**src/design/fdtm_pkg.sv**
```systemverilog
// Purpose: Shared constants and types for the dual fan tachometer monitor
// Assumes: Microcontroller byte registers at fixed addresses
// Notes:   Every offset and field lives here, with the register and counter reset values

package fdtm_pkg;

  // ************************************************************
  // Geometry
  // ************************************************************
  localparam int NUM_CH            = 2;
  localparam int PRESCALE_FIELD_W  = 2;
  localparam int PRESCALE_REG_W    = 4;
  localparam int CH_ONE            = 0;
  localparam int CH_TWO            = 1;

  // ************************************************************
  // Register addresses
  // ************************************************************
  localparam logic [15:0] ADDR_LATCH_ONE   = 16'h7F9B;
  localparam logic [15:0] ADDR_LATCH_TWO   = 16'h7F9C;
  localparam logic [15:0] ADDR_PRELOAD_ONE = 16'h7F9D;
  localparam logic [15:0] ADDR_PRELOAD_TWO = 16'h7F9E;
  localparam logic [15:0] ADDR_PRESCALER   = 16'h7F9F;

  // ************************************************************
  // Reset and fixed values
  // ************************************************************
  localparam logic [7:0] LATCH_RESET    = 8'h00;
  localparam logic [7:0] PRELOAD_RESET  = 8'h00;
  localparam logic [7:0] COUNT_RESET    = 8'h00;
  localparam logic [7:0] COUNT_MAX      = 8'hFF;
  localparam logic [7:0] COUNT_THRESH   = 8'hC0;
  localparam logic [7:0] READ_IDLE      = 8'h00;
  localparam logic [3:0] PRESCALE_RESET = 4'h5;
  localparam logic [3:0] RESERVED_READ  = 4'h0;
  localparam logic [2:0] DIV_ZERO       = 3'h0;

  // ************************************************************
  // Types
  // ************************************************************
  typedef enum logic [1:0] {
    DIV_BY_1 = 2'h0,
    DIV_BY_2 = 2'h1,
    DIV_BY_4 = 2'h2,
    DIV_BY_8 = 2'h3
  } fdtm_div_t;

  typedef struct packed {
    logic        wr;
    logic        rd;
    logic [15:0] addr;
    logic [7:0]  data;
  } fdtm_bus_req_t;

  // Last divider count before a prescaled tick
  function automatic logic [2:0] div_limit(input logic [1:0] sel);
    logic [2:0] lim;
    lim = 3'h0;
    unique case (sel)
      DIV_BY_1: lim = 3'h0;
      DIV_BY_2: lim = 3'h1;
      DIV_BY_4: lim = 3'h3;
      DIV_BY_8: lim = 3'h7;
    endcase
    return lim;
  endfunction : div_limit

endpackage : fdtm_pkg

```
**src/design/fdtm_sync_edge.sv**
```systemverilog
// Purpose: Two-flop synchroniser with rising edge pulse
// Assumes: asyncIn is slower than half of sys_clk
// Notes:   rise is one cycle, registered

`timescale 1ns/100ps

module fdtm_sync_edge (
  input  wire logic sys_clk,
  input  wire logic rst,
  input  wire logic asyncIn,
  output logic      rise
);

  logic syncMeta;
  logic syncStable;
  logic syncPrev;

  // ************************************************************
  // Synchroniser
  // ************************************************************
  always_ff @(posedge sys_clk or posedge rst) begin
    if (rst) begin
      syncMeta   <= 1'b0;
      syncStable <= 1'b0;
      syncPrev   <= 1'b0;
    end else begin
      syncMeta   <= asyncIn;
      syncStable <= syncMeta;
      syncPrev   <= syncStable;
    end
  end

  // ************************************************************
  // Edge detect
  // ************************************************************
  always_ff @(posedge sys_clk or posedge rst) begin
    if (rst) begin
      rise <= 1'b0;
    end else begin
      rise <= syncStable & ~syncPrev;
    end
  end
endmodule : fdtm_sync_edge

```
**src/design/fdtm_prescaler.sv**
```systemverilog
// Purpose: Per-channel timebase divider by 1, 2, 4 or 8
// Assumes: tick is a one-cycle pulse per timebase period
// Notes:   restart clears the divider phase

`timescale 1ns/100ps

module fdtm_prescaler (
  input  wire logic       sys_clk,
  input  wire logic       rst,
  input  wire logic       tick,
  input  wire logic       restart,
  input  wire logic [1:0] sel,
  output logic            divTick
);

  logic [2:0] divCount;
  logic       atLimit;

  assign atLimit = (divCount >= fdtm_pkg::div_limit(sel));
  assign divTick = tick & atLimit & ~restart;

  // ************************************************************
  // Divider
  // ************************************************************
  always_ff @(posedge sys_clk or posedge rst) begin
    if (rst) begin
      divCount <= fdtm_pkg::DIV_ZERO;
    end else if (restart) begin
      divCount <= fdtm_pkg::DIV_ZERO;
    end else if (tick) begin
      if (atLimit) begin
        divCount <= fdtm_pkg::DIV_ZERO;
      end else begin
        divCount <= 3'(divCount + 3'h1);
      end
    end
  end
endmodule : fdtm_prescaler

```
**src/design/fdtm_top.sv**
```systemverilog
// Purpose: Dual fan tachometer period monitor with threshold alarms
// Assumes: rtcClkIn is the 32.768kHz timebase, tach pins are asynchronous
// Notes:   Register port is the microcontroller byte bus
//
// Functional notes
// Two identical independent channels, each with prescaler, counter, preload, latch, detector.
// Per-channel timebase divide by 1, 2, 4 or 8; divide by 2 after reset.
// Counter advances once per prescaled timebase tick, measuring pulse period.
// Counter restarts on each rising tach edge and on preload register write.
// Restart on tach edge loads the programmed preload, not zero.
// Counter saturates at FF until next restart.
// Rising tach edge captures final count into read-only latch before restart.
// Threshold is AND of two top count bits: count at least 192.
// Enabled threshold assertion raises interrupt request to microcontroller.
// Software picks preload as 192 minus expected count at alarm speed.
// Software ignores latch until two tach pulses after a preload write.
// Prescaler register: channel one bits 1:0, two bits 3:2, reset 05.
// Channel two preload is read/write byte after channel one, resets zero.
// Each channel threshold drives a wake source flag in group seven.
// Tach inputs synchronised; edge capture and reload share one cycle.
// Tach edge with preload write reloads with newly written value.

`timescale 1ns/100ps

module fdtm_top (
  input  wire logic                    sys_clk,
  input  wire logic                    rst,
  input  wire logic                    rtcClkIn,
  input  wire logic                    tachInputOne,
  input  wire logic                    tachInputTwo,
  input  wire fdtm_pkg::fdtm_bus_req_t busReq,
  input  wire logic [1:0]              irqEnable,
  output logic [7:0]                   rdData,
  output logic                         rdValid,
  output logic [1:0]                   thresholdLevel,
  output logic [1:0]                   wakeSourceSet,
  output logic                         irqRequest
);

  // ************************************************************
  // Decode helpers
  // ************************************************************
  function automatic logic [15:0] preload_addr(input int ch);
    return (ch == fdtm_pkg::CH_ONE) ? fdtm_pkg::ADDR_PRELOAD_ONE : fdtm_pkg::ADDR_PRELOAD_TWO;
  endfunction : preload_addr

  function automatic logic [15:0] latch_addr(input int ch);
    return (ch == fdtm_pkg::CH_ONE) ? fdtm_pkg::ADDR_LATCH_ONE : fdtm_pkg::ADDR_LATCH_TWO;
  endfunction : latch_addr

  // ************************************************************
  // Declarations
  // ************************************************************
  logic [1:0] tachPins;
  logic [1:0] tachRise;
  logic [1:0] preloadWrite;
  logic [1:0] restart;
  logic [1:0] divTick;
  logic       rtcTick;
  logic       prescaleWrite;
  logic [3:0] prescaler;
  logic [7:0] count      [fdtm_pkg::NUM_CH];
  logic [7:0] next_count [fdtm_pkg::NUM_CH];
  logic [7:0] periodLatch[fdtm_pkg::NUM_CH];
  logic [7:0] preload    [fdtm_pkg::NUM_CH];
  logic [1:0] next_threshold;
  logic [7:0] next_rdData;

  assign tachPins      = {tachInputTwo, tachInputOne};
  assign prescaleWrite = busReq.wr && (busReq.addr == fdtm_pkg::ADDR_PRESCALER);

  // ************************************************************
  // Timebase synchroniser
  // ************************************************************
  fdtm_sync_edge u_rtcSync (
    .sys_clk (sys_clk),
    .rst     (rst),
    .asyncIn (rtcClkIn),
    .rise    (rtcTick)
  );

  // ************************************************************
  // Per-channel front end
  // ************************************************************
  for (genvar g = 0; g < fdtm_pkg::NUM_CH; g++) begin : g_ch
    assign preloadWrite[g] = busReq.wr && (busReq.addr == preload_addr(g));
    assign restart[g]      = tachRise[g] | preloadWrite[g];

    fdtm_sync_edge u_tachSync (
      .sys_clk (sys_clk),
      .rst     (rst),
      .asyncIn (tachPins[g]),
      .rise    (tachRise[g])
    );

    fdtm_prescaler u_prescaler (
      .sys_clk (sys_clk),
      .rst     (rst),
      .tick    (rtcTick),
      .restart (restart[g]),
      .sel     (prescaler[g*fdtm_pkg::PRESCALE_FIELD_W +: fdtm_pkg::PRESCALE_FIELD_W]),
      .divTick (divTick[g])
    );
  end

  // ************************************************************
  // Pulse counters
  // ************************************************************
  always_comb begin
    for (int c = 0; c < fdtm_pkg::NUM_CH; c++) begin
      if (preloadWrite[c]) begin
        next_count[c] = busReq.data; // see
      end else if (tachRise[c]) begin
        next_count[c] = preload[c];
      end else if (divTick[c] && count[c] != fdtm_pkg::COUNT_MAX) begin
        next_count[c] = 8'(count[c] + 8'h01);
      end else begin
        next_count[c] = count[c];
      end
      next_threshold[c] = next_count[c][7] & next_count[c][6];
    end
  end

  always_ff @(posedge sys_clk or posedge rst) begin
    if (rst) begin
      for (int c = 0; c < fdtm_pkg::NUM_CH; c++) begin
        count[c] <= fdtm_pkg::COUNT_RESET;
      end
    end else begin
      for (int c = 0; c < fdtm_pkg::NUM_CH; c++) begin
        count[c] <= next_count[c];
      end
    end
  end

  // ************************************************************
  // Read latches
  // ************************************************************
  always_ff @(posedge sys_clk or posedge rst) begin
    if (rst) begin
      for (int c = 0; c < fdtm_pkg::NUM_CH; c++) begin
        periodLatch[c] <= fdtm_pkg::LATCH_RESET;
      end
    end else begin
      for (int c = 0; c < fdtm_pkg::NUM_CH; c++) begin
        if (tachRise[c]) begin
          periodLatch[c] <= count[c]; // see
        end
      end
    end
  end

  // ************************************************************
  // Preload and prescaler registers
  // ************************************************************
  always_ff @(posedge sys_clk or posedge rst) begin
    if (rst) begin
      for (int c = 0; c < fdtm_pkg::NUM_CH; c++) begin
        preload[c] <= fdtm_pkg::PRELOAD_RESET;
      end
    end else begin
      for (int c = 0; c < fdtm_pkg::NUM_CH; c++) begin
        if (preloadWrite[c]) begin
          preload[c] <= busReq.data;
        end
      end
    end
  end

  always_ff @(posedge sys_clk or posedge rst) begin
    if (rst) begin
      prescaler <= fdtm_pkg::PRESCALE_RESET; // see
    end else if (prescaleWrite) begin
      prescaler <= busReq.data[fdtm_pkg::PRESCALE_REG_W-1:0];
    end
  end

  // ************************************************************
  // Register read
  // ************************************************************
  always_comb begin
    next_rdData = fdtm_pkg::READ_IDLE;
    unique case (busReq.addr)
      latch_addr(fdtm_pkg::CH_ONE):   next_rdData = periodLatch[fdtm_pkg::CH_ONE];
      latch_addr(fdtm_pkg::CH_TWO):   next_rdData = periodLatch[fdtm_pkg::CH_TWO];
      preload_addr(fdtm_pkg::CH_ONE): next_rdData = preload[fdtm_pkg::CH_ONE];
      preload_addr(fdtm_pkg::CH_TWO): next_rdData = preload[fdtm_pkg::CH_TWO];
      fdtm_pkg::ADDR_PRESCALER:       next_rdData = {fdtm_pkg::RESERVED_READ, prescaler};
      default:                        next_rdData = fdtm_pkg::READ_IDLE;
    endcase
  end

  always_ff @(posedge sys_clk or posedge rst) begin
    if (rst) begin
      rdData  <= fdtm_pkg::READ_IDLE;
      rdValid <= 1'b0;
    end else begin
      rdValid <= busReq.rd;
      if (busReq.rd) begin
        rdData <= next_rdData;
      end
    end
  end

  // ************************************************************
  // Threshold, wake and interrupt outputs
  // ************************************************************
  always_ff @(posedge sys_clk or posedge rst) begin
    if (rst) begin
      thresholdLevel <= 2'h0;
      wakeSourceSet  <= 2'h0;
      irqRequest     <= 1'b0;
    end else begin
      thresholdLevel <= next_threshold;
      wakeSourceSet  <= next_threshold & ~thresholdLevel;
      irqRequest     <= |(next_threshold & irqEnable);
    end
  end
endmodule : fdtm_top

```
**config.mk**
```make
export PLATFORM = sky130hd
export DESIGN_NAME = fdtm_top
export DESIGN_NICKNAME = d
export VERILOG_FILES = /design/src/design/fdtm_pkg.sv /design/src/design/fdtm_sync_edge.sv /design/src/design/fdtm_prescaler.sv /design/src/design/fdtm_top.sv
export SDC_FILE = /design/constraint.sdc
export NUM_CORES = 1
export LEC_CHECK = 0
export ABC_AREA = 1
export BUFFER_PORTS_ARGS = -buffer_cell sky130_fd_sc_hd__buf_2
export CORE_ASPECT_RATIO = 0.6
export CORE_UTILIZATION = 35
export DETAILED_ROUTE_END_ITERATION = 12
export PLACE_DENSITY = 0.51
export SLEW_MARGIN = 20
export SYNTH_ARGS = -nofsm -noshare
export SYNTH_HDL_FRONTEND = slang
export SYNTH_SLANG_ARGS = --single-unit
```
**constraint.sdc**
```tcl
create_clock -name sys_clk -period 6.2 [get_ports sys_clk]
set_clock_uncertainty 0.05 [all_clocks]
set_input_delay 0.31 -clock sys_clk [delete_from_list [all_inputs] [get_ports sys_clk]]
set_output_delay 0.31 -clock sys_clk [all_outputs]
set_load 0.005 [all_outputs]
```
---- Word level (Yosys, flattened, before mapping) ----
Index checks and enable logic that the tools add are counted.
Widths: inputs -> output; s select.
word-level totals
  logic and storage cells ................. 93
  flip-flop bits (word level) ............. 84
  output and inout port bits .............. 14
  input port bits ......................... 33
cells by class
  muxes and demuxes ....................... 15
  equality and inequality tests ........... 13
  bitwise gates (word level) .............. 19
  reductions and logical operators ........ 12
  $add $sub $neg .......................... 4
  magnitude comparators ................... 2
operator list
  operator              count
  $eq 16x15->1 const B  5
  $mux 8                6
  $pmux 8 s5            1
  $pmux 3 s4            2
  $mux 3                6
  $add 8x1->8 const B   2
  $ne 8x8->1 const B    2
  $and 1x1->1           9
  $eq 2x2->1 const B    4
  $add 3x1->3 const B   2
  $ge 3x3->1            2
  $reduce_bool 3->1     2
  $logic_and 1x1->1     5
  $not 1->1             5
  $and 2x2->2           2
  $eq 2x1->1 const B    2
  $logic_not 2->1       2
  $reduce_bool 2->1     2
  $not 2->2             1
  $or 1x1->1            2
  $reduce_or 2->1       1

---- Depth between registers and ports, before layout ----
Gate-level depths: netlist of run 1.
  word-level depth ........................ 12
  depth in mapped cells ................... 14
  depth with buffers taken out ............ 14

---- Modules after synthesis ----
Synthesis of run 1 repeated with hierarchy kept, for this count alone.
second synthesis, totals
  cell total of the unflattened synthesis .. 533
  area, all modules ....................... 4340.4 um^2
modules (own cells, without submodules)
  module          area each (um^2)  times used  sequential area each (um^2)  cells each
  fdtm_top        3510.9            1           1654.1                       448
  fdtm_prescaler  244.0             2           75.1                         32
  fdtm_sync_edge  113.9             3           100.1                        7

---- Worst setup path before layout of run 1 ----
No wires, ideal clock.
  path type ............................... reg-to-reg
  start point ............................. register prescaler[3]
  end point ............................... register count[3] (netlist bit)
  library setup time ...................... 0.132 ns
  path slack .............................. 4.181 ns
  arrival ................................. 1.837 ns
  period minus slack after synthesis ...... 2.019 ns
  path buffers ............................ 0
  required time ........................... 6.018 ns
  stages on the path, launching flop included .. 9
  cells stage by stage .................... dfrtp_1 or2_2 ha_1 nand3_1 nand3_1 nand3_1 nand3b_2 o22ai_1 a31oi_1
on the way
  cells in the longest elaborated chain, start to end .. 7
  elaborated cells on any way between the ends .. 10
  classes of those cells .................. 1 x order compare; 3 x eq/ne; 1 x mux; 2 x bitwise; 3 x reduce/logical
ends and longest elaborated chain
  what                                      RTL line              source
  start, declared                           fdtm_top.sv:61        logic [3:0] prescaler;
  start signal, assigned                    fdtm_top.sv:172       prescaler <= fdtm_pkg::PRESCALE_RESET;
  start signal, assigned                    fdtm_top.sv:174       prescaler <= busReq.data[fdtm_pkg::PRESCALE_REG_W-1:0];
  $eq 2x2->1, or another cell as far along  fdtm_pkg.sv:59        unique case (sel)
  $pmux 3 s4 (*)                            fdtm_pkg.sv:59
  $ge 3x3->1 (*)                            fdtm_prescaler.sv:19  assign atLimit = (divCount >= fdtm_pkg::div_limit(sel));
  $and 1x1->1 (*) (2 in a row)              fdtm_prescaler.sv:20  assign divTick = tick & atLimit & ~restart;
  $logic_and 1x1->1 (*)                     fdtm_top.sv:115       end else if (divTick[c] && count[c] != fdtm_pkg::COUNT_MAX) begin
  $reduce_bool 3->1 (no line) (*)           n/a
  end signal, assigned by index             fdtm_top.sv:127       count[c] <= fdtm_pkg::COUNT_RESET;
  end signal, assigned by index             fdtm_top.sv:131       count[c] <= next_count[c];
  end, declared                             fdtm_top.sv:62        logic [7:0] count [fdtm_pkg::NUM_CH];
Mark *: on every way between the ends. The rest lies on a longest branch, timed or not.
A chain may end at the register's enable or synchronous reset.

---- Worst setup path in the final report of run 1 ----
  start point ............................. register prescaler[3]
  end point ............................... register count[2] (netlist bit)
The elaborated chain is that of the path after synthesis.

==> results.json, run 1 <==
{
  "worstSkewPairLatency_ns": 0.33,
  "regToRegStartpoint": "prescaler[3]",
  "violations": "hold timing",
  "relSlewSlack": 0.569,
  "fin_crit_ns": 2.38,
  "placed_area_um2": 4520,
  "status": "complete, but fails checks",
  "vdd_drop_max_v": 0.000137,
  "netlist_area_um2": 4120,
  "ys_ff_latch": 84,
  "cts_root_buf": "clkbuf_16",
  "synth_cell_type_count": 43,
  "io_buffers": 46,
  "seq_area_um2": 2100,
  "crit_required_ns": 6.35,
  "finalWirelength_mm": 9.93,
  "antenna_cells": 0,
  "fill_cells": 1179,
  "cts.sinks": 84,
  "start_kind": "register",
  "finalCoreUtilization": 0.431,
  "worstMarginPinSlew_ns": 0.645,
  "cts_setup_buffers": 0,
  "maxSlewViolCount": 0,
  "reg2reg_depth": 8,
  "yosys.area.top_type": "dfrtp_1",
  "stdcell_area_um2": 4910,
  "arrival_ns": 2.53,
  "critPathMaxFanout": 6,
  "core.rowCount": 30,
  "initial_core_util": 0.362,
  "postSynthCellCount": 485,
  "grt_remaining_overflow": 0,
  "drive_above_1_share": 0.192,
  "drv_cap": 0,
  "synth_edf_count": 0,
  "grt_pass1_wl_mm": 16.6,
  "cp-end-kind": "register",
  "ant_nets": 0,
  "fin_ws_ns": 3.82,
  "h-tree-depth": 3,
  "cts_made_buffers": 9,
  "clock.fmax_ghz": 0.420,
  "core_area_um2": 11400,
  "gp_congestion": 0.838,
  "fin_nets": 579,
  "dieWidth_um": 142,
  "drc": 0,
  "synthToLayoutAreaGrowth_pct": 19.0,
  "min_period_over_period": 0.384,
  "vias": 3371,
  "whs_ns": -0.0121,
  "grt_start_max_net_pins": 49,
  "drt_first_pass_iters": 5,
  "synth_top_area_frac": 0.498,
  "preCtsSetupSlack_ns": 3.88,
  "syn_nets": 528,
  "synth_ff_type": "dfrtp_1",
  "path_class": "register to register",
  "antenna_found_initial": 0,
  "ys_warn_count": 0,
  "grt_setup_unrepaired": "false",
  "cts.clk_slew.worst_paths_ns": 0.06,
  "grt_pass1_vias": 3200,
  "leakage_uw": 0.00250,
  "drt_iter0_drc": 190,
  "syn_area_per_cell_um2": 8.50,
  "grt.total_usage": 0.180,
  "hp-class": "primary input to asynchronous set/reset pin",
  "cts_resized": 0,
  "die-area_um2": 12200,
  "rrSetupSlack_ns": 3.82,
  "clock_path_buffers": 2,
  "hold_violations": 19,
  "multi_input_comb_area_um2": 1730,
  "synthTopCellsByCount": "nand2_1, dfrtp_1, inv_1",
  "routedWlPerCell_um": 14.2,
  "setup_violations": 0,
  "ctsHoldBuffers": 0,
  "cts_tree": "yes",
  "dpl.hpwl_mm": 7.68,
  "io_pins": 47,
  "fin_tns_setup_ns": 0,
  "synthArstFlopShare": 1.00,
  "fp.dieH_um": 86.1,
  "synth_most_common_cell": "nand2_1",
  "worstReg2RegEnd": "count[2]",
  "synth-seq-area-share": 0.511,
  "power.density_nw_per_um2": 300,
  "viasPerCell": 4.81,
  "synth_area_leaders": "dfrtp_1, nand2_1, inv_1, nand3_1, o21ai_0"
}
==> worst max path at each step <==
| stage | from | endpoint | slack (ns) | cells after the start |
|---|---|---|---|---|
| finish | prescaler[3] | count[2] | 3.82 | 8 |
| global placement | busReq[19] | irqRequest | 3.92 | 14 |
| global route | prescaler[3] | irqRequest | 3.65 | 11 |
| detailed placement | prescaler[3] | count[2] | 3.88 | 8 |
| floorplan | rst | count[0] | 3.68 | 1 |
| CTS | prescaler[3] | count[2] | 3.85 | 8 |
==> metrics by stage <==
stage / std cells / power, µW
after global placement: 685 / 782
final: 701 / 1470
after detailed placement: 685 / 787
after floorplan: 485 / 733
after global routing: 701 / 1540
after CTS: 701 / 1490
==> cell type report <==
class	instances	area share
clock buffer	10	0.0467
clock inverter	6	0.0324
inverter	65	0.0508
multi-input combinational	329	0.352
sequential	84	0.429
tap	160	0.0408
timing repair buffer	47	0.0485
==> sequential cells by signal (all words and copies together), names as in the netlist <==
signal                      cells
rdData                          8
g_ch.u_tachSync.rise            2
g_ch.u_tachSync.syncPrev        2
u_rtcSync.syncPrev              1
thresholdLevel                  2
periodLatch                    16
g_ch.u_prescaler.divCount       6
preload                        16
prescaler                       4
rdValid                         1
g_ch.u_tachSync.syncStable      2
u_rtcSync.syncStable            1
u_rtcSync.rise                  1
wakeSourceSet                   2
u_rtcSync.syncMeta              1
irqRequest                      1
count                          16
g_ch.u_tachSync.syncMeta        2
==> power by group <==
part           switching, µW  internal [µW]  total, µW
clock network            219            477        695
logic                   90.5           56.0        146
registers               38.5            592        630
total                    348           1120       1470
==> cells in the final DEF (no fill, tap or decap), types with 2 or more instances in the layout <==
| cell type | synthesis | final |
|---|---|---|
| nor2_4 | 2 | 2 |
| nor2_2 | 3 | 3 |
| a21oi_1 | 14 | 14 |
| nor2_1 | 32 | 32 |
| ha_1 | 10 | 10 |
| o22a_1 | 3 | 3 |
| bufinv_16 | 0 | 5 |
| o21ai_0 | 30 | 30 |
| dfstp_2 | 2 | 2 |
| nor3_1 | 8 | 8 |
| buf_2 | 1 | 46 |
| dfrtp_1 | 82 | 82 |
| clkbuf_16 | 0 | 9 |
| clkinv_2 | 1 | 2 |
| inv_2 | 8 | 8 |
| nand4_1 | 4 | 4 |
| a31oi_1 | 6 | 6 |
| nand2_4 | 3 | 3 |
| a22oi_1 | 2 | 2 |
| xor2_1 | 5 | 5 |
| nand3_1 | 30 | 30 |
| nand2_2 | 8 | 8 |
| o21ai_1 | 7 | 7 |
| nand2_1 | 138 | 138 |
| inv_1 | 55 | 54 |
| o22ai_1 | 6 | 6 |
| or2_2 | 4 | 4 |
==> cells by family after synthesis <==
| group | count (synthesis) | synth area share |
|---|---|---|
| adders and majority gates | 10 | 0.0304 |
| xor gates and xnor gates | 5 | 0.0106 |
| DFF | 84 | 0.511 |
| buffers and inverters | 72 | 0.0704 |
| AOI/OAI and AO/OA | 72 | 0.101 |
| and+or+nand+nor | 241 | 0.274 |
| muxes | 1 | 0.00273 |
==> worst max-delay path, cell delays in order, from the launching register on <==
cell and delay (ns):
dfrtp_1 0.40, or2_2 0.31, ha_1 0.28, nand3_1 0.07, nand3_1 0.20, nand3_1 0.29, nand3b_2 0.39, o22ai_1 0.19
a31oi_1 0.07
==> layer usage <==
| metal | vias to the layer above | global-route usage | wire length [µm] |
|---|---|---|---|
| met1 | 1581 | 0.279 | 5430 |
| met4 | 0 | 0.0391 | 102 |
| met3 | 10 | 0.0430 | 585 |
| met5 | - | 0 | 0 |
| li1 | 1681 | - | - |
| met2 | 99 | 0.249 | 3810 |
(Power assumes the default switching activity.)
==> inputs of run 2 (changes only) <==
--- a/config.mk
+++ b/config.mk
@@ -5,12 +5,12 @@
 export SDC_FILE = /design/constraint.sdc
 export NUM_CORES = 1
 export LEC_CHECK = 0
-export ABC_AREA = 1
+export ABC_AREA = 0
 export BUFFER_PORTS_ARGS = -buffer_cell sky130_fd_sc_hd__buf_2
 export CORE_ASPECT_RATIO = 0.6
 export CORE_UTILIZATION = 35
 export DETAILED_ROUTE_END_ITERATION = 12
-export PLACE_DENSITY = 0.51
+export PLACE_DENSITY = 0.53
 export SLEW_MARGIN = 20
 export SYNTH_ARGS = -nofsm -noshare
 export SYNTH_HDL_FRONTEND = slang
==> constraint.sdc (replaced) <==
create_clock -name sys_clk -period 2 [get_ports sys_clk]
set_clock_uncertainty 0.05 [all_clocks]
set_input_delay 0.1 -clock sys_clk [delete_from_list [all_inputs] [get_ports sys_clk]]
set_output_delay 0.1 -clock sys_clk [all_outputs]
set_load 0.005 [all_outputs]
==> run 2 against run 1 <==
  * The flow finishes with violations (setup timing)
  * Sequential power increased to 3.0 times the previous value
  * Via count is 9.3% lower
  * Power rose to 2.9 times the previous value
  * Flip-flop and latch count unchanged
  * First-iteration DRC count rose by 22%
  * Cell area is 9.5% higher
  * Clock power rose to 2.6 times the previous value
  * Critical path type unchanged
  * Largest power group is now registers
==> results.json, run 2 <==
{
  "cts.clk_slew.worst_paths_ns": 0.06,
  "whs_ns": 0.0151,
  "antenna_found_initial": 0,
  "core.rowCount": 29,
  "setup_violations": 15,
  "drt_iter0_drc": 231,
  "grt_start_max_net_pins": 38,
  "hp-class": "primary input to register",
  "power.density_nw_per_um2": 789,
  "critPathMaxFanout": 4,
  "cp-end-kind": "register",
  "clock_path_buffers": 2,
  "io_pins": 47,
  "fill_cells": 1007,
  "grt.total_usage": 0.183,
  "leakage_uw": 0.00252,
  "finalWirelength_mm": 10.2,
  "top_regs": "count x16, periodLatch x16, preload x16",
  "fin_nets": 505,
  "drv_cap": 0,
  "cp_top_family": "simple AND/OR/NAND/NOR gates",
  "synth-seq-area-share": 0.522,
  "ys_ff_latch": 84,
  "io_buffers": 46,
  "drt_first_pass_iters": 4,
  "viasPerCell": 5.04,
  "synth_top_area_frac": 0.509,
  "h-tree-depth": 3,
  "cts_root_buf": "clkbuf_16",
  "cts_tree": "yes",
  "die-area_um2": 12000,
  "maxSlewViolCount": 0,
  "synthTopCellsByCount": "dfrtp_1, mux2_2, nand2_1",
  "gp_congestion": 0.778,
  "synth_ff_type": "dfrtp_1",
  "slowest_delay_ns": 0.55,
  "cts.sinks": 84,
  "violations": "setup timing",
  "core_area_um2": 10900,
  "synth_cell_type_count": 48,
  "drive_above_1_share": 0.398,
  "synth_most_common_cell": "dfrtp_1",
  "status": "complete, but fails checks",
  "vias": 3056,
  "syn_area_per_cell_um2": 11.3,
  "syn_nets": 401,
  "worstMarginPinSlew_ns": 0.730,
  "vdd_drop_max_v": 0.000427,
  "grt_pass1_wl_mm": 16.2,
  "antenna_cells": 0,
  "netlist_area_um2": 4030,
  "yosys.area.top_type": "dfrtp_1",
  "dieWidth_um": 141,
  "routedWlPerCell_um": 16.9,
  "preCtsSetupSlack_ns": -0.247,
  "mostFrequentLayoutCell": "dfrtp_1",
  "grt_remaining_overflow": 0,
  "slowest_stage": "dfstp_2",
  "fin_crit_ns": 2.22,
  "fin_ws_ns": -0.221,
  "postSynthCellCount": 358,
  "drc": 0,
  "path_class": "register to register",
  "crit_chain": "nand2_2 > ha_4 > a21oi_4 > o21ai_4 > and4_1 > or4_4 > o22ai_4 > nor2b_1",
  "cts_made_buffers": 9,
  "synthArstFlopShare": 1.00,
  "crit_buf_inv": 0,
  "hold_violations": 0,
  "dpl.hpwl_mm": 7.86,
  "fp.dieH_um": 85.1,
  "arrival_ns": 2.43,
  "grt_pass1_vias": 3017,
  "power.total_uw": 4240,
  "ant_nets": 0,
  "start_kind": "register",
  "mostFrequentLayoutCells": "dfrtp_1, buf_2, buf_4, mux2_2, nand2_1",
  "synthToLayoutAreaGrowth_pct": 33.3,
  "grt_setup_unrepaired": "true",
  "crit_required_ns": 2.21,
  "synth_area_leaders": "dfrtp_1, mux2_2, nand2_1, ha_1, a21oi_1",
  "initial_core_util": 0.370,
  "worstSkewPairLatency_ns": 0.34,
  "clock.fmax_ghz": 0.450,
  "ys_warn_count": 0,
  "synth_edf_count": 0,
  "min_period_over_period": 1.11,
  "relSlewSlack": 0.512
}
==> run 2: cell count changes in the layout (fill, tap and decap cells not counted), sizes merged, moves of 6 or more <==
cell and delta:
dlygate4sd3 +8, nand3 -23, o21ai -28, nand2 -113, mux2 +38, inv -56
nor2b +13, buf +49, nor2 -7, mux2i +6, a21oi +10
==> run 2: per-layer routing <==
metal | global-route usage | routed length (µm) | vias up | part of all wire
li1 | - | - | 1498 | -
met1 | 0.286 | 5510 | 1503 | 0.54
met5 | 0 | 0 | - | 0
met3 | 0.0502 | 416 | 6 | 0.041
met2 | 0.246 | 4250 | 49 | 0.42
met4 | 0.0415 | 60 | 0 | 0.0059
==> run 2: cell families after synthesis <==
family	after synthesis	share of synthesized area
AO/OA/AOI/OAI	61	0.106
XOR/XNOR	11	0.0239
AND/OR/NAND/NOR	127	0.172
buffers and inverters	20	0.0217
multiplexers	45	0.124
flip-flops	84	0.522
adder cells (fa/ha/maj)	10	0.0310
==> run 2: area by class of cell <==
type                            count  area (µm²)  area share
Sequential cell                    84        2100       0.392
Multi-Input combinational cell    254        2030       0.378
Inverter                            9        37.5     0.00698
Clock buffer                       12         246      0.0459
Clock inverter                      4        72.6      0.0135
Timing Repair Buffer              104         709       0.132
Tap cell                          139         174      0.0324
==> run 2: per-stage QoR <==
step | util | std cells | TNS [ns] | area, µm²
6_report | 0.494 | 606 | -1.77 | 5370
5_1_grt | 0.494 | 606 | -3.21 | 5370
4_1_cts | 0.489 | 603 | -1.52 | 5320
3_5_place_dp | 0.443 | 578 | -2.35 | 4820
3_3_place_gp | 0.443 | 578 | -1.73 | 4820
2_1_floorplan | - | 358 | -0.326 | 4110
==> run 2: worst paths after layout <==
kind	from	end	slack, ns	cells past startpoint
setup / recovery	prescaler[2]	wakeSourceSet[1]	-0.22	8
hold / removal	busReq[6]	preload[14]	0.02	3
setup reg to reg	prescaler[2]	wakeSourceSet[1]	-0.22	8
hold reg to reg	u_rtcSync.syncMeta	u_rtcSync.syncStable	0.30	0
max in group asynchronous	rst	periodLatch[10]	0.89	4
min in group asynchronous	rst	g_ch[1].u_tachSync.syncMeta	0.35	3
==> run 2: worst reg2reg max path, stage by stage (launching register included) <==
cell,delay [ns]
dfstp_2,0.55
nand2_2,0.07
ha_4,0.26
a21oi_4,0.14
o21ai_4,0.09
and4_1,0.15
or4_4,0.51
o22ai_4,0.19
nor2b_1,0.15
==> run 2: what timing repair did <==
action	CTS	global route
setup endpoints to repair	19	21
resized for setup	16	12
pin swaps	19	13
hold endpoints to repair	31	0
hold buffers	8	0
cloned	0	0
setup buffers	1	5
==> run 2: where the power goes <==
group          internal (µW)  switching, µW
combinational            280            269
clock                   1130            650
sequential              1830           87.0
==> inputs of run 3 (changes only) <==
==> constraint.sdc (replaced) <==
create_clock -name sys_clk -period 1.9 [get_ports sys_clk]
set_clock_uncertainty 0.05 [all_clocks]
set_input_delay 0.095 -clock sys_clk [delete_from_list [all_inputs] [get_ports sys_clk]]
set_output_delay 0.095 -clock sys_clk [all_outputs]
set_load 0.005 [all_outputs]
==> run 3 against run 2 <==
  * The flow still finishes with violations (setup timing)
  * Cell count increased by 2.6%
  * Non-clock buffer count increased by 16
  * Maximum frequency decreased by 1.3%
  * Die area unchanged
  * Sequential power increased by 5%
  * Worst hold slack improved by 0.0011 ns
  * Global-route usage increased by 0.41 points
  * Register-to-register slack got worse by 0.13 ns
  * Critical path depth unchanged
  * First-iteration DRC count decreased by 8.2%
  * Sequential share of layout area decreased by 0.72 points
  * Count of clock-buffer cells in the layout decreased by 1
  * Largest power group unchanged
==> results.json, run 3 (synthesis gave the netlist of run 2 again) <==
{
  "antenna_cells": 0,
  "initial_core_util": 0.370,
  "io_pins": 47,
  "startpoint": "prescaler[0]",
  "leakage_uw": 0.00259,
  "drt_first_pass_iters": 5,
  "io_buffers": 46,
  "hold_violations": 0,
  "dp_cells": 593,
  "viasPerCell": 5.05,
  "switching_share": 0.254,
  "share_seq_of_total_power": 0.470,
  "comb_power_share": 0.142,
  "crit_required_ns": 2.12,
  "gr-max-usage-layer": "met1",
  "status": "complete, but fails checks",
  "placed_area_um2": 4950,
  "arrival_ns": 2.47,
  "cts_tree": "yes",
  "critPathMaxFanout": 5,
  "p_switching_uw": 1090,
  "setup_violations": 20,
  "fin_nets": 521,
  "grt_use_met1": 0.296,
  "min_period_over_period": 1.18,
  "vias": 3141,
  "clock_path_buffers": 2,
  "clock.fmax_ghz": 0.445,
  "routedWlPerCell_um": 16.6,
  "stdcell_area_um2": 5480,
  "drt_iter0_drc": 212,
  "power.density_nw_per_um2": 781,
  "drv_cap": 0,
  "ant_nets": 0,
  "grt.total_usage": 0.187,
  "die-area_um2": 12000,
  "reg2reg_depth": 8,
  "core_area_um2": 10900,
  "finalWirelength_mm": 10.3,
  "path_class": "register to register",
  "cts.sinks": 84,
  "cts_root_buf": "clkbuf_16",
  "grt.met3_usage": 0.0463,
  "p_clk_frac": 0.388,
  "preCtsSetupSlack_ns": -0.356,
  "grt_remaining_overflow": 0,
  "drive_above_1_share": 0.422,
  "drc": 0,
  "fp.dieH_um": 85.1,
  "use_met2": 0.244,
  "cts.clk_slew.worst_paths_ns": 0.06,
  "synthToLayoutAreaGrowth_pct": 35.8,
  "top_regs": "count x16, periodLatch x16, preload x16",
  "finalCoreUtilization": 0.503,
  "slowest_stage": "dfstp_2",
  "dieWidth_um": 141,
  "crit_chain": "or2_4 > ha_4 > nand2b_4 > a211oi_4 > o311a_1 > a211oi_2 > a221oi_2 > a22o_1",
  "h-tree-depth": 3,
  "intPower_uw": 3190,
  "regToRegStartpoint": "prescaler[0]",
  "relSlewSlack": 0.519,
  "gp_congestion": 0.837,
  "cp-end-kind": "register",
  "fin_ws_ns": -0.349,
  "grt_start_max_net_pins": 34,
  "cp-endpoint": "irqRequest",
  "grt_pass1_wl_mm": 16.6,
  "vdd_drop_max_v": 0.000459,
  "maxSlewViolCount": 0,
  "slowest_delay_ns": 0.54,
  "rrSetupSlack_ns": -0.35,
  "grt_pass1_vias": 3129,
  "mostFrequentLayoutCell": "dfrtp_1",
  "antenna_found_initial": 0,
  "fin_cells": 622,
  "hp-class": "primary input to register",
  "core.rowCount": 29,
  "dpl.hpwl_mm": 8.05,
  "mostFrequentLayoutCells": "dfrtp_1, buf_4, buf_2, mux2_2, nand2_1",
  "worstSkewPairLatency_ns": 0.33,
  "grt_setup_unrepaired": "true",
  "fin_crit_ns": 2.25,
  "whs_ns": 0.0162,
  "violations": "setup timing",
  "worstMarginPinSlew_ns": 0.719,
  "cts_made_buffers": 9,
  "start_kind": "register",
  "worstReg2RegEnd": "irqRequest"
}
==> run 3: cell types whose count changed in the layout (fill, tap and decap cells not counted), moves of 2 or more <==
cell	before	now
buf_4	46	58
bufinv_16	2	0
clkbuf_1	2	0
clkinvlp_4	2	4
dlygate4sd3_1	8	10
o21ai_2	1	3
==> run 3: layout make-up <==
class	count	area [µm²]
clock buffers	11	253
clock inverters	5	36.3
fillers	1000	5410
inverters	9	37.5
multi-input cells	254	2020
flip-flops and latches	84	2100
well taps	139	174
repair buffers	120	851
==> run 3: worst min path at each step <==
| stage | end | cells past startpoint | start | slack (ns) |
|---|---|---|---|---|
| global placement | g_ch[1].u_tachSync.syncStable | 2 | rst | 0.12 |
| detailed placement | g_ch[1].u_tachSync.syncStable | 2 | rst | 0.13 |
| finish | preload[4] | 2 | busReq[4] | 0.02 |
| floorplan | g_ch[0].u_tachSync.syncMeta | 0 | tachInputOne | 0.08 |
| global route | preload[4] | 2 | busReq[4] | 0.001 |
| CTS | preload[4] | 2 | busReq[4] | 0.003 |
==> run 3: repair_timing <==
item | 4_1_cts | 5_1_grt
hold endpoints to repair | 31 | 0
resized for setup | 21 | 7
endpoints found under the setup margin | 24 | 24
hold buffers | 10 | 0
pin swaps | 23 | 15
setup buffers | 3 | 1
==> run 3: critical path, delay by kind of cell, from the launching register on <==
kind,cells,cell delay [ns]
AOI/OAI and AO/OA,5,1.16
DFF,1,0.54
and+or+nand+nor,2,0.26
adders and majority gates,1,0.18
==> run 3: per-layer routing <==
metal,share of wire,vias up
li1,-,1523
met1,0.56,1515
met2,0.37,94
met3,0.054,9
met4,0.013,0
met5,0,-
==> run 3: through the flow <==
| stage | TNS (ns) | power (µW) |
|---|---|---|
| floorplan | -1.39 | 2320 |
| global placement | -3.84 | 2600 |
| detailed placement | -4.62 | 2610 |
| CTS | -3.11 | 4330 |
| global route | -5.14 | 4480 |
| finish | -3.21 | 4280 |
==> run 3: power by group through the flow <==
stage,registers [µW],clock network (µW),logic (µW)
2_1_floorplan,2030,0,287
3_3_place_gp,2040,0,563
3_5_place_dp,2040,0,572
4_1_cts,2010,1710,605
5_1_grt,2030,1790,662
6_report,2010,1660,607
